**src/pxa_regs.svh**
```systemverilog
// Register offsets, field positions, reset values and timing counts for the pixel accelerator.
// Assumes a 4-bit word-index register port; each offset below is a word index.
`ifndef PXA_REGS_SVH
`define PXA_REGS_SVH

// ----------------------------------------------------------------
// Register word indices
// ----------------------------------------------------------------
`define PXA_OFF_SRC      4'h0
`define PXA_OFF_DST      4'h1
`define PXA_OFF_CMD      4'h2
`define PXA_OFF_KEY      4'h3
`define PXA_OFF_FG       4'h4
`define PXA_OFF_BG       4'h5
`define PXA_OFF_SHIFT    4'h6
`define PXA_OFF_MASK     4'h7
`define PXA_OFF_STATUS   4'h8

// ----------------------------------------------------------------
// Operation codes in the command register, bits 3:0
// ----------------------------------------------------------------
`define PXA_OP_COPY      4'h0
`define PXA_OP_PATCH     4'h1
`define PXA_OP_EXCH      4'h2
`define PXA_OP_SWAP      4'h3
`define PXA_OP_PAINT_FG  4'h4
`define PXA_OP_PAINT_FB  4'h5
`define PXA_OP_BEXP_FG   4'h6
`define PXA_OP_BEXP_BG   4'h7
`define PXA_OP_COMPARE   4'h8
`define PXA_OP_PACKED    4'h9

// ----------------------------------------------------------------
// Reset values and timing
// ----------------------------------------------------------------
`define PXA_RST_WORD     16'h0000
`define PXA_RST_SHADE    8'h00
`define PXA_SLOT_BUDGET  16
`define PXA_RUN_CYCLES   1

`endif

```
**src/pxa_pkg.sv**
```systemverilog
// Types shared by the pixel accelerator modules.
// Assumes pxa_regs.svh supplies the numeric constants.
package pxa_pkg;

    typedef enum logic {
        PXA_IDLE,
        PXA_RUN
    } pxa_seq_t;

    typedef struct packed {
        logic [6:0] spare;
        logic       src_trig;
        logic       shrink2;
        logic       zoom2;
        logic       invert;
        logic       bpp8;
        logic [3:0] op;
    } pxa_cmd_t;

    typedef struct packed {
        logic        wr;
        logic        rd;
        logic [3:0]  addr;
        logic [15:0] wdata;
    } pxa_bus_req_t;

    typedef struct packed {
        pxa_seq_t    seq;
        logic [15:0] src_word;
        logic [15:0] dst_word;
        logic [15:0] carry_upper_half;
        logic [15:0] carry_lower_half;
        logic [15:0] hold_word;
        pxa_cmd_t    cmd;
        logic [7:0]  transparent_key_reg;
        logic [7:0]  foreground_shade_reg;
        logic [7:0]  background_shade_reg;
        logic [1:0]  shift;
        logic [15:0] mask;
        logic [3:0]  bit_idx;
        logic [1:0]  nib_idx;
        logic        half_sel;
        logic        xch_phase;
        logic [15:0] rdata;
    } pxa_state_t;

endpackage

```
**src/pxa_core.sv**
```systemverilog
// Pixel accelerator datapath, sequencer and register port.
// Assumes a master that holds strobes one cycle and reads data in the following cycle.
//
// Functional notes
// RULE_01: Shifter works on both carry halves; unmasked output lands in destination word.
// RULE_02: Alignment shifts only left to right; no reverse shift path.
// RULE_03: Every operation leaves its result in the destination word register.
// RULE_04: Copy writes each source pixel over its destination pixel.
// RULE_05: Patch copies, but transparent source pixels leave destination unchanged.
// RULE_06: Source pixel is transparent when it equals the key colour.
// RULE_07: Exchange interchanges source and destination pixels, both results readable.
// RULE_08: Swap exchanges like exchange but skips transparent source pixels.
// RULE_09: Command bit selects inverted sequence giving apparent right-to-left shift.
// RULE_10: Foreground paint sets non-transparent positions to foreground; others unchanged.
// RULE_11: Foreground/background paint sets transparent positions to background.
// RULE_12: Bit expand: 1 gives foreground, 0 unchanged; index auto-increments.
// RULE_13: Bit expand background: 0 gives background colour.
// RULE_14: Source nibbles are consumed leftmost first across triggers.
// RULE_15: Basic 4bpp expansion or shrink 8bpp consumes one nibble per trigger.
// RULE_16: Zoom 8bpp consumes one source bit per trigger, MSB first.
// RULE_17: Compare puts per-pixel results in leftmost destination nibble.
// RULE_18: Packed test writes indexed nibble, increments index, protects earlier nibbles.
// RULE_19: At 8bpp two duplicated bits per trigger; second trigger completes nibble.
// RULE_20: Writing source or destination word triggers, depending on operation.
// RULE_21: Destination-triggered copy: load source, destination write triggers.
// RULE_22: Source-triggered copy: load destination, source write triggers.
// RULE_23: Exchange alternates source and destination words through source register.
// RULE_24: Implicit select routes writes to trigger register, reads to destination.
// RULE_25: Implicit reads return destination word; writes go to trigger register.
// RULE_26: System drives implicit select from high-order address decode.
// RULE_27: Each triggered operation completes well inside sixteen slots.
// RULE_28: Datapath holds source, split 32-bit carry, shifter and destination words.
// RULE_29: Test bit is 1 for key match; unused compare nibbles read zero.
// RULE_30: Writing the command register returns the nibble index to leftmost.
//
// Added by the designer: the strobed register port and the placing of the registers.
`timescale 1ns/1ns
`include "pxa_regs.svh"

module pxa_core
    import pxa_pkg::*;
(
    input  wire logic         mclk,                    // 100 MHz clock
    input  wire logic         reset_n,                 // Synchronous reset, active low
    input  wire pxa_bus_req_t bus_req,                 // Register port request
    input  wire logic         implicit_access_select,  // Implicit access qualifier
    output logic      [15:0]  rd_data,                 // Read data, cycle after read strobe
    output logic              pixac_busy               // Operation in progress
);
    pxa_state_t  st_reg;
    pxa_state_t  st_next;
    logic [31:0] carry_pair;
    logic [15:0] aligned;
    logic [15:0] res4;
    logic [15:0] res8;
    logic [15:0] combined;
    logic [3:0]  t4;
    logic [1:0]  t8;
    logic [3:0]  expb4;
    logic [1:0]  expb8;
    logic [4:0]  bits_per_trig;
    logic        trig_on_src;
    logic        wr_src;
    logic        wr_dst;
    logic        trigger;
    logic [3:0]  test_nib;
    logic [15:0] packed_word;

    // ----------------------------------------------------------------
    // Alignment
    // ----------------------------------------------------------------
    // RULE_01: shifter on carry pair
    // RULE_02: right shift only
    // RULE_28: split carry register
    assign carry_pair = {st_reg.carry_upper_half, st_reg.carry_lower_half};
    assign aligned    = 16'(carry_pair >> {st_reg.shift, 2'b00});

    // ----------------------------------------------------------------
    // Bit expansion pacing
    // ----------------------------------------------------------------
    // Bits per trigger: pixels per word, halved by zoom, doubled by shrink
    always_comb begin
        bits_per_trig = st_reg.cmd.bpp8 ? 5'h02 : 5'h04;
        if (st_reg.cmd.zoom2) begin
            bits_per_trig = bits_per_trig >> 1;
        end
        if (st_reg.cmd.shrink2) begin
            bits_per_trig = bits_per_trig << 1;
        end
    end

    // ----------------------------------------------------------------
    // Pixel lanes
    // ----------------------------------------------------------------
    for (genvar i = 0; i < 4; i++) begin : g_lane4
        localparam logic [4:0] J4 = 5'(i);
        logic [4:0] prod4;
        logic [3:0] pos4;
        assign prod4    = J4 * bits_per_trig;
        assign pos4     = 4'(st_reg.bit_idx + prod4[4:2]);
        assign expb4[i] = st_reg.src_word[4'hF - pos4];
        pxa_pixel_lane #(.W(4)) u_lane (
            .op     (st_reg.cmd.op),
            .phase  (st_reg.xch_phase),
            .src    (aligned[15-4*i -: 4]),
            .dst    (st_reg.dst_word[15-4*i -: 4]),
            .hold   (st_reg.hold_word[15-4*i -: 4]),
            .key    (st_reg.transparent_key_reg),
            .fg     (st_reg.foreground_shade_reg),
            .bg     (st_reg.background_shade_reg),
            .expbit (expb4[i]),
            .res    (res4[15-4*i -: 4]),
            .transp (t4[3-i])
        );
    end

    for (genvar i = 0; i < 2; i++) begin : g_lane8
        localparam logic [4:0] J8 = 5'(i);
        logic [4:0] prod8;
        logic [3:0] pos8;
        assign prod8    = J8 * bits_per_trig;
        assign pos8     = 4'(st_reg.bit_idx + prod8[4:1]);
        assign expb8[i] = st_reg.src_word[4'hF - pos8];
        pxa_pixel_lane #(.W(8)) u_lane (
            .op     (st_reg.cmd.op),
            .phase  (st_reg.xch_phase),
            .src    (aligned[15-8*i -: 8]),
            .dst    (st_reg.dst_word[15-8*i -: 8]),
            .hold   (st_reg.hold_word[15-8*i -: 8]),
            .key    (st_reg.transparent_key_reg),
            .fg     (st_reg.foreground_shade_reg),
            .bg     (st_reg.background_shade_reg),
            .expbit (expb8[i]),
            .res    (res8[15-8*i -: 8]),
            .transp (t8[1-i])
        );
    end

    // ----------------------------------------------------------------
    // Transparency test packing
    // ----------------------------------------------------------------
    // RULE_19: 8bpp pairs duplicated, second half completes
    // RULE_29: one means key match
    always_comb begin
        if (!st_reg.cmd.bpp8) begin
            test_nib = t4;
        end else if (!st_reg.half_sel) begin
            test_nib = {t8, t8};
        end else begin
            test_nib = {st_reg.dst_word[15 - 4*st_reg.nib_idx -: 2], t8};
        end
        // RULE_18: earlier nibbles kept
        packed_word = st_reg.dst_word;
        packed_word[15 - 4*st_reg.nib_idx -: 4] = test_nib;
    end

    // Mask bits set to 1 protect the destination bit
    assign combined = ((st_reg.cmd.bpp8 ? res8 : res4) & ~st_reg.mask) | (st_reg.dst_word & st_reg.mask);

    // ----------------------------------------------------------------
    // Register port and sequencer
    // ----------------------------------------------------------------
    // RULE_20: trigger register by operation
    // RULE_21: copy variants pick trigger
    // RULE_22: source trigger variant
    assign trig_on_src = (st_reg.cmd.op == `PXA_OP_EXCH) || (st_reg.cmd.op == `PXA_OP_SWAP)
                      || (st_reg.cmd.op == `PXA_OP_COMPARE) || (st_reg.cmd.op == `PXA_OP_PACKED)
                      || (((st_reg.cmd.op == `PXA_OP_COPY) || (st_reg.cmd.op == `PXA_OP_PATCH))
                          && st_reg.cmd.src_trig);

    // RULE_24: implicit write routing
    // RULE_25: implicit target choice
    // Data writes while running are dropped so an operand cannot change under the combine
    assign wr_src  = bus_req.wr && (st_reg.seq == PXA_IDLE)
                  && (implicit_access_select ? trig_on_src : (bus_req.addr == `PXA_OFF_SRC));
    assign wr_dst  = bus_req.wr && (st_reg.seq == PXA_IDLE)
                  && (implicit_access_select ? !trig_on_src : (bus_req.addr == `PXA_OFF_DST));
    assign trigger = (wr_src && trig_on_src) || (wr_dst && !trig_on_src);

    always_comb begin
        st_next       = st_reg;
        st_next.rdata = 16'h0000;

        case (st_reg.seq)
            PXA_IDLE: begin
                if (trigger) begin
                    st_next.seq = PXA_RUN;
                end
            end
            PXA_RUN: begin
                // RULE_27: single cycle run
                st_next.seq = PXA_IDLE;
                // RULE_03: result into destination
                case (st_reg.cmd.op)
                    `PXA_OP_COMPARE: begin
                        // RULE_17: leftmost nibble result
                        st_next.dst_word = {test_nib, 12'h000};
                        if (st_reg.cmd.bpp8) begin
                            st_next.half_sel = !st_reg.half_sel;
                        end
                    end
                    `PXA_OP_PACKED: begin
                        st_next.dst_word = packed_word;
                        if (!st_reg.cmd.bpp8 || st_reg.half_sel) begin
                            st_next.nib_idx = 2'(st_reg.nib_idx + 2'h1);
                        end
                        if (st_reg.cmd.bpp8) begin
                            st_next.half_sel = !st_reg.half_sel;
                        end
                    end
                    `PXA_OP_BEXP_FG, `PXA_OP_BEXP_BG: begin
                        st_next.dst_word = combined;
                        // RULE_14: leftmost first
                        // RULE_15: nibble per trigger
                        // RULE_16: bit per trigger
                        st_next.bit_idx  = 4'(st_reg.bit_idx + bits_per_trig[3:0]);
                    end
                    `PXA_OP_EXCH, `PXA_OP_SWAP: begin
                        // RULE_23: alternate word phases
                        st_next.dst_word  = combined;
                        st_next.xch_phase = !st_reg.xch_phase;
                        if (!st_reg.xch_phase) begin
                            st_next.hold_word = aligned;
                        end
                    end
                    default: begin
                        st_next.dst_word = combined;
                    end
                endcase
            end
            default: begin
                st_next.seq = PXA_IDLE;
            end
        endcase

        if (wr_src) begin
            st_next.src_word = bus_req.wdata;
            // RULE_09: inverted load order
            if (st_reg.cmd.invert) begin
                st_next.carry_lower_half = st_reg.carry_upper_half;
                st_next.carry_upper_half = bus_req.wdata;
            end else begin
                st_next.carry_upper_half = st_reg.carry_lower_half;
                st_next.carry_lower_half = bus_req.wdata;
            end
        end
        if (wr_dst) begin
            st_next.dst_word = bus_req.wdata;
        end

        if (bus_req.wr && !implicit_access_select) begin
            case (bus_req.addr)
                `PXA_OFF_CMD: begin
                    st_next.cmd       = bus_req.wdata;
                    // RULE_30: new command resets index
                    st_next.bit_idx   = 4'h0;
                    st_next.nib_idx   = 2'h0;
                    st_next.half_sel  = 1'b0;
                    st_next.xch_phase = 1'b0;
                end
                `PXA_OFF_KEY:   st_next.transparent_key_reg  = bus_req.wdata[7:0];
                `PXA_OFF_FG:    st_next.foreground_shade_reg = bus_req.wdata[7:0];
                `PXA_OFF_BG:    st_next.background_shade_reg = bus_req.wdata[7:0];
                `PXA_OFF_SHIFT: st_next.shift                = bus_req.wdata[1:0];
                `PXA_OFF_MASK:  st_next.mask                 = bus_req.wdata;
                default:        st_next.mask                 = st_next.mask;
            endcase
        end

        if (bus_req.rd) begin
            if (implicit_access_select) begin
                st_next.rdata = st_reg.dst_word;
            end else begin
                case (bus_req.addr)
                    `PXA_OFF_SRC:    st_next.rdata = st_reg.src_word;
                    `PXA_OFF_DST:    st_next.rdata = st_reg.dst_word;
                    `PXA_OFF_CMD:    st_next.rdata = st_reg.cmd;
                    `PXA_OFF_KEY:    st_next.rdata = {8'h00, st_reg.transparent_key_reg};
                    `PXA_OFF_FG:     st_next.rdata = {8'h00, st_reg.foreground_shade_reg};
                    `PXA_OFF_BG:     st_next.rdata = {8'h00, st_reg.background_shade_reg};
                    `PXA_OFF_SHIFT:  st_next.rdata = {14'h0000, st_reg.shift};
                    `PXA_OFF_MASK:   st_next.rdata = st_reg.mask;
                    `PXA_OFF_STATUS: st_next.rdata = {7'h00, st_reg.seq == PXA_RUN, st_reg.xch_phase,
                                                      st_reg.half_sel, st_reg.nib_idx, st_reg.bit_idx};
                    default:         st_next.rdata = 16'h0000;
                endcase
            end
        end
    end

    always_ff @(posedge mclk) begin
        if (!reset_n) begin
            st_reg                      <= '0;
            st_reg.seq                  <= PXA_IDLE;
            st_reg.src_word             <= `PXA_RST_WORD;
            st_reg.dst_word             <= `PXA_RST_WORD;
            st_reg.mask                 <= `PXA_RST_WORD;
            st_reg.transparent_key_reg  <= `PXA_RST_SHADE;
            st_reg.foreground_shade_reg <= `PXA_RST_SHADE;
            st_reg.background_shade_reg <= `PXA_RST_SHADE;
        end else begin
            st_reg <= st_next;
        end
    end

    assign rd_data    = st_reg.rdata;
    assign pixac_busy = (st_reg.seq == PXA_RUN);
endmodule

```
**src/pxa_pixel_lane.sv**
```systemverilog
// One pixel lane of the combine stage, 4 or 8 bits wide.
// Assumes opcodes from pxa_regs.svh; purely combinational.
`timescale 1ns/1ns
`include "pxa_regs.svh"

module pxa_pixel_lane
    import pxa_pkg::*;
#(
    parameter int W = 4
) (
    input  wire logic [3:0]   op,         // Selected operation
    input  wire logic         phase,      // Exchange phase
    input  wire logic [W-1:0] src,        // Aligned source pixel
    input  wire logic [W-1:0] dst,        // Destination pixel
    input  wire logic [W-1:0] hold,       // Held source pixel
    input  wire logic [7:0]   key,        // Transparent key colour
    input  wire logic [7:0]   fg,         // Foreground shade
    input  wire logic [7:0]   bg,         // Background shade
    input  wire logic         expbit,     // Bit for expansion
    output logic      [W-1:0] res,        // Combined pixel
    output logic              transp      // Source equals key
);
    logic hold_transp;

    always_comb begin
        // RULE_06: key compare
        transp      = (src == key[W-1:0]);
        hold_transp = (hold == key[W-1:0]);
        case (op)
            // RULE_04: plain copy
            `PXA_OP_COPY:     res = src;
            // RULE_05: patch keeps dest
            `PXA_OP_PATCH:    res = transp ? dst : src;
            // RULE_07: exchange both ways
            `PXA_OP_EXCH:     res = src;
            // RULE_08: swap skips transparent
            `PXA_OP_SWAP:     res = phase ? (hold_transp ? hold : src) : (transp ? dst : src);
            // RULE_10: foreground paint
            `PXA_OP_PAINT_FG: res = transp ? dst : fg[W-1:0];
            // RULE_11: foreground/background paint
            `PXA_OP_PAINT_FB: res = transp ? bg[W-1:0] : fg[W-1:0];
            // RULE_12: bit expand foreground
            `PXA_OP_BEXP_FG:  res = expbit ? fg[W-1:0] : dst;
            // RULE_13: bit expand background
            `PXA_OP_BEXP_BG:  res = expbit ? fg[W-1:0] : bg[W-1:0];
            default:          res = dst;
        endcase
    end

endmodule

```
**config.mk**
```make
export PLATFORM = sky130hd
export DESIGN_NAME = pxa_core
export DESIGN_NICKNAME = d
export VERILOG_FILES = /design/src/pxa_pkg.sv /design/src/pxa_core.sv /design/src/pxa_pixel_lane.sv
export VERILOG_INCLUDE_DIRS = /design/src
export SDC_FILE = /design/constraint.sdc
export NUM_CORES = 1
export LEC_CHECK = 0
export ABC_AREA = 1
export BUFFER_PORTS_ARGS = -buffer_cell sky130_fd_sc_hd__buf_2
export CAP_MARGIN = 5
export CORE_MARGIN = 8
export CORE_UTILIZATION = 35
export DETAILED_ROUTE_END_ITERATION = 16
export PLACE_DENSITY_LB_ADDON = 0.12
export RECOVER_POWER = 50
export SYNTH_ARGS = -nofsm -noshare
export SYNTH_HDL_FRONTEND = slang
export SYNTH_HIERARCHICAL = 1
export SYNTH_SLANG_ARGS = --single-unit
export TNS_END_PERCENT = 100
```
**constraint.sdc**
```tcl
create_clock -name mclk -period 8.15 [get_ports mclk]
set_input_delay 1.63 -clock mclk [delete_from_list [all_inputs] [get_ports mclk]]
set_output_delay 1.63 -clock mclk [all_outputs]
set_load 0.03 [all_outputs]
```
==> flow_metrics.env, run 1 <==
export IMPL_ys_warn_count=6
export IMPL_drcViolationCount=0
export IMPL_fin_total_pwr_mw=2.32
export IMPL_synthAdderAreaFrac_pct=2.09
export IMPL_synth_nets=2737
export IMPL_required_ns=8.44
export IMPL_pre_cts_slack_ns=2.85
export IMPL_ys_flop_type="dfxtp_1"
export IMPL_layout_commonest_cell="nand2_1"
export IMPL_seq_area_frac_synth_pct=21.1
export IMPL_antenna_cells=0
export IMPL_critPathMaxStageDelay_ns=1.47
export IMPL_cts_setup_buffers=0
export IMPL_dieArea_um2=51200
export IMPL_die_w_um=226
export IMPL_vdd_drop_max_v=0.000141
export IMPL_syn_to_final_growth_pct=7.74
export IMPL_initial_utilization_pct=35.2
export IMPL_drive_above_1_share_pct=7.88
export IMPL_synth_avg_cell_area_um2=5.76
export IMPL_slowest_stage="clkbuf_1"
export IMPL_path_max_fanout=46
export IMPL_cts_path_max_buffers=2
export IMPL_p_int_mw=1.47
export IMPL_fin_tns_setup_ns=0
export IMPL_pwr_share_seq_pct=36.7
export IMPL_antenna_found_initial=0
export IMPL_max_slew_margin_rel_pct=-73.5
export IMPL_io_pins=42
export IMPL_rows=77
export IMPL_crit_path_end_kind="register"
export IMPL_drtPass1Iterations=6
export IMPL_async_reset_ff_share_pct=0
export IMPL_status="finished, violations left"
export IMPL_swShare_pct=36.6
export IMPL_worst_slack_ns=2.26
export IMPL_p_leak_nw=7.14
export IMPL_portBuffers=41
export IMPL_grt_max_degree=90
export IMPL_drt_first_iter_violations=1825
export IMPL_crit_path_start_kind="primary input"
export IMPL_avgRoutedWirePerCell_um=20.9
export IMPL_drv_cap=3
export IMPL_antenna_left=0
export IMPL_gr_total_overflow=0
export IMPL_synth_top_family_by_area="simple AND/OR/NAND/NOR gates"
export IMPL_p_sw_mw=0.850
export IMPL_cts_sinks=163
export IMPL_hold_path_class="reg2reg"
export IMPL_fmax_mhz=170
export IMPL_grt_usage_pct=26.3
export IMPL_netlist_instances=2688
export IMPL_synth_xor_area_share_pct=2.26
export IMPL_clkPwrFrac_pct=39.0
export IMPL_dp_hpwl_mm=50.4
export IMPL_finalNetCount=2715
export IMPL_worst_slew_pin_slew_ns=2.60
export IMPL_ctsHoldBuffers=0
export IMPL_clockRootBuffer="clkbuf_16"
export IMPL_avgViaCountPerCell=5.54
export IMPL_synth_compound_area_share_pct=20.1
export IMPL_finalCritPeriodShare_pct=72.3
export IMPL_num_vias=18100
export IMPL_ys_types=46
export IMPL_finalClockSkew_ns=0.0136
export IMPL_cp_common_cell="clkbuf_1"
export IMPL_crit_chain="clkbuf_1 > clkbuf_1 > nand2_1 > nor3_1"
export IMPL_cts_tree="built"
export IMPL_htree_levels=4
export IMPL_yosys_area_share_simple_pct=40.3
export IMPL_critPathKind="in2reg"
export IMPL_hold_depth=2
export IMPL_largest_reg_flops=98
export IMPL_powerDensity_nw_per_um2=139
export IMPL_synth_edf_count=0
export IMPL_ctsResizeCount=0
export IMPL_layout_common_cells="694 x nand2_1, 345 x inv_1, 326 x nand3_1"
export IMPL_grt_pass1_wl_mm=103
export IMPL_grt_pass1_vias=16800
export IMPL_insertion_delay_ns=0.47
export IMPL_drv_slew=134
export IMPL_cp_arrival_ns=6.18
export IMPL_period_needed_ns=5.89
export IMPL_synthMuxAreaShare_pct=1.10
export IMPL_cts_buffers=17
export IMPL_hold_ws_ns=0.463
export IMPL_core_um2=43900
export IMPL_gp_congestion=0.941
export IMPL_rsz0062_at_grt="no"
export IMPL_nFillCells=5001
export IMPL_final_hold_viol_count=0
export IMPL_violations="max-capacitance violations, max-slew violations"
export IMPL_die_height_um=226
export IMPL_synth_area_um2=15500
export IMPL_setup_viol=0
export IMPL_rr_worst_depth=25
export IMPL_clk_pin_slew_worst_paths_ns=0.07
export IMPL_final_core_util_pct=38.0
export IMPL_drt_wl_total_mm=68.5
export IMPL_comb_power_share_pct=24.3
export IMPL_synth_seq_cells=163
==> cell type report <==
cell class | count | area, um^2 | share of cell area [%]
clock inverters | 15 | 216 | 1.30
inverters | 378 | 1420 | 8.51
flip-flops and latches | 163 | 3260 | 19.6
multi-input cells | 2033 | 10200 | 61.1
clock buffers | 17 | 425 | 2.55
repair buffers | 73 | 415 | 2.49
well taps | 592 | 741 | 4.44
==> final timing paths <==
check	start	endpoint	slack, ns
min reg2reg	st_reg[81]	st_reg[81]	0.46
min	st_reg[81]	st_reg[81]	0.46
max reg2reg	st_reg[70]	register	2.63
max	reset_n	rd_data[13]	2.26
==> critical path: cells and delay by family <==
kind / cells / cell delay [ns]
AND/OR/NAND/NOR: 2 / 1.64
buffers and inverters: 2 / 2.91
==> kinds of logic (layout without fill, tap and decap cells) <==
kind of cell / after synthesis / after routing
xor gates and xnor gates: 39 / 39
adders and majority gates: 24 / 24
AOI/OAI and AO/OA: 573 / 573
and+or+nand+nor: 1380 / 1380
buffers and inverters: 492 / 483
DFF: 163 / 163
muxes: 17 / 17
==> power by group through the flow <==
stage | Sequential [mW] | Combinational [mW] | Clock [mW]
detailed placement | 0.868 | 0.555 | 0
CTS | 0.849 | 0.558 | 0.917
floorplan | 0.848 | 0.421 | 0
finish | 0.851 | 0.565 | 0.905
global route | 0.851 | 0.629 | 0.942
global placement | 0.868 | 0.551 | 0
==> metal layers <==
metal	vias up	wire length [um]	global-route usage [%]	part of all wire (%)
met2	772	31000	42.6	45
li1	8746	-	-	-
met1	8475	30200	35.6	44
met4	0	2380	9.87	3.5
met3	137	4940	3.14	7.2
met5	-	0	0	0
==> Yosys cell counts, types with 8 or more instances <==
library cell  instances  share of area, %
ha_1                 21               1.7
nand4_1              10              0.40
nor3_2                8              0.52
nand2_1             694                17
xor2_1               16              0.91
clkbuf_1             57               1.4
buf_2                28              0.91
xnor2_1              22               1.2
nand3_1             326                11
nor2_1              221               5.4
mux2i_1              17               1.1
o22ai_1              25               1.0
inv_1               344               8.3
nand2_2              19              0.77
dfxtp_1             163                21
a21oi_1             263               8.5
a211oi_1             23               1.1
inv_2                32              0.78
nor2_8                8               1.0
o211ai_1             36               1.7
o21ai_0             203               6.6
nand3_2              18               1.2
nor3_1               35               1.1
nor2_2               15              0.61
nand2_4               8              0.58
nor2_4                9              0.65
buf_4                18              0.87
==> per-stage QoR <==
step                      cells  instance area [um^2]
after floorplan            2688                 15500
after global placement     3239                 16100
after detailed placement   3239                 16100
after CTS                  3271                 16700
after global routing       3271                 16700
final                      3271                 16700
Power figures use the tool's default switching activity.
==> inputs of run 2 (changes only) <==
- clock period: 8.15 -> 5.8 ns (I/O delays scaled with it)
==> flow_metrics.env, run 2 (synthesized netlist as in run 1, its figures left out) <==
export IMPL_status="complete, no violations"
export IMPL_setup_viol=0
export IMPL_powerDensity_nw_per_um2=192
export IMPL_cts_sinks=163
export IMPL_syn_to_final_growth_pct=7.34
export IMPL_dp_hpwl_mm=50.5
export IMPL_drtPass1Iterations=5
export IMPL_r2r_start="st_reg[72]"
export IMPL_hold_path_end="st_reg[80]"
export IMPL_drt_first_iter_violations=2043
export IMPL_period_needed_ns=4.80
export IMPL_cp_arrival_ns=5.12
export IMPL_htree_levels=4
export IMPL_grt_usage_pct=26.5
export IMPL_drive_above_1_share_pct=7.45
export IMPL_antenna_found_initial=1
export IMPL_rows=77
export IMPL_clockRootBuffer="clkbuf_16"
export IMPL_fmax_mhz=208
export IMPL_die_w_um=226
export IMPL_hold_depth=2
export IMPL_fin_total_pwr_mw=3.19
export IMPL_drcViolationCount=0
export IMPL_crit_path_end_kind="register"
export IMPL_io_pins=42
export IMPL_max_slew_margin_rel_pct=7.53
export IMPL_rrSetupSlack_ns=1.00
export IMPL_drt_wl_total_mm=68.5
export IMPL_finalCritPeriodShare_pct=82.7
export IMPL_ctsHoldBuffers=0
export IMPL_hold_ws_ns=0.456
export IMPL_dieArea_um2=51200
export IMPL_path_max_fanout=11
export IMPL_antenna_left=0
export IMPL_insertion_delay_ns=0.47
export IMPL_clk_pin_slew_worst_paths_ns=0.07
export IMPL_largest_reg_flops=98
export IMPL_crit_path_start_kind="register"
export IMPL_initial_utilization_pct=35.2
export IMPL_cp_common_cell="a21oi_1"
export IMPL_core_um2=43900
export IMPL_rr_worst_depth=28
export IMPL_hold_path_class="reg2reg"
export IMPL_grt_pass1_wl_mm=103
export IMPL_layout_common_cells="695 x nand2_1, 345 x inv_1, 326 x nand3_1"
export IMPL_cts_setup_buffers=0
export IMPL_slowest_stage="fa_1"
export IMPL_cts_tree="built"
export IMPL_finalClockSkew_ns=0.0144
export IMPL_die_height_um=226
export IMPL_gp_congestion=0.966
export IMPL_critPathKind="reg2reg"
export IMPL_grt_max_degree=90
export IMPL_critPathMaxStageDelay_ns=0.59
export IMPL_ctsResizeCount=0
export IMPL_antenna_cells=0
export IMPL_num_vias=18000
export IMPL_rsz0062_at_grt="no"
export IMPL_hold_start="st_reg[80]"
export IMPL_grt_pass1_vias=16600
export IMPL_gr_total_overflow=0
export IMPL_drv_slew=0
export IMPL_avgRoutedWirePerCell_um=20.9
export IMPL_p_leak_nw=7.10
export IMPL_vdd_drop_max_v=0.000239
export IMPL_fin_tns_setup_ns=0
export IMPL_avgViaCountPerCell=5.50
export IMPL_layout_commonest_cell="nand2_1"
export IMPL_required_ns=6.12
export IMPL_final_hold_viol_count=0
export IMPL_cts_path_max_buffers=2
export IMPL_cts_buffers=17
export IMPL_worst_slew_pin_slew_ns=1.38
export IMPL_portBuffers=41
export IMPL_final_core_util_pct=37.8
export IMPL_finalNetCount=2722
export IMPL_drv_cap=0
==> run 2: cell types whose count changed in the layout (fill, tap and decap cells not counted), sizes merged <==
cell | previous run | this run
buf | 53 | 45
clkbuf | 37 | 54
clkinvlp | 3 | 2
inv | 382 | 381
clkinv | 5 | 6
bufinv | 3 | 2
==> run 2: critical path: cells and delay by family, from the launching register on <==
family,cells,cell delay (ns)
simple gates,9,0.85
flops,1,0.33
compound gates,10,1.40
buf+inv,4,0.52
fa+ha+maj,3,1.12
xor+xnor,2,0.42
==> run 2: final cells by class <==
| class | instances | area, um^2 |
|---|---|---|
| clock inverters | 13 | 148 |
| repair buffers | 80 | 414 |
| flip-flops and latches | 163 | 3260 |
| multi-input cells | 2033 | 10200 |
| fillers | 4948 | 27300 |
| well taps | 592 | 741 |
| inverters | 378 | 1420 |
| clock buffers | 19 | 443 |
==> run 2: per-stage QoR <==
stage	cell area [um^2]	instances	setup slack, ns
3_5_place_dp	16100	3246	1.08
4_1_cts	16700	3278	1.05
6_report	16600	3278	1.00
5_1_grt	16600	3278	0.539
2_1_floorplan	15500	2688	1.43
3_3_place_gp	16100	3246	1.22
==> run 2: metal layers <==
metal | vias up | share of wire (%) | GRT usage (%)
met2 | 751 | 45 | 42.9
li1 | 8757 | - | -
met4 | 0 | 3.6 | 10.1
met1 | 8408 | 44 | 35.2
met3 | 121 | 7.9 | 4.07
met5 | - | 0 | 0
==> run 2: how the worst max path moves through the flow <==
stage,start,endpoint,slack (ns),cells after the start
2_1_floorplan,st_reg[70],register,1.43,28
3_3_place_gp,st_reg[70],register,1.22,28
3_5_place_dp,st_reg[72],register,1.08,27
4_1_cts,st_reg[72],register,1.05,27
5_1_grt,st_reg[72],register,0.54,28
6_report,st_reg[72],register,1.00,28
==> run 2: power by group <==
group | switching [mW] | internal, mW
logic | 0.562 | 0.227
clock network | 0.555 | 0.654
registers | 0.0551 | 1.14
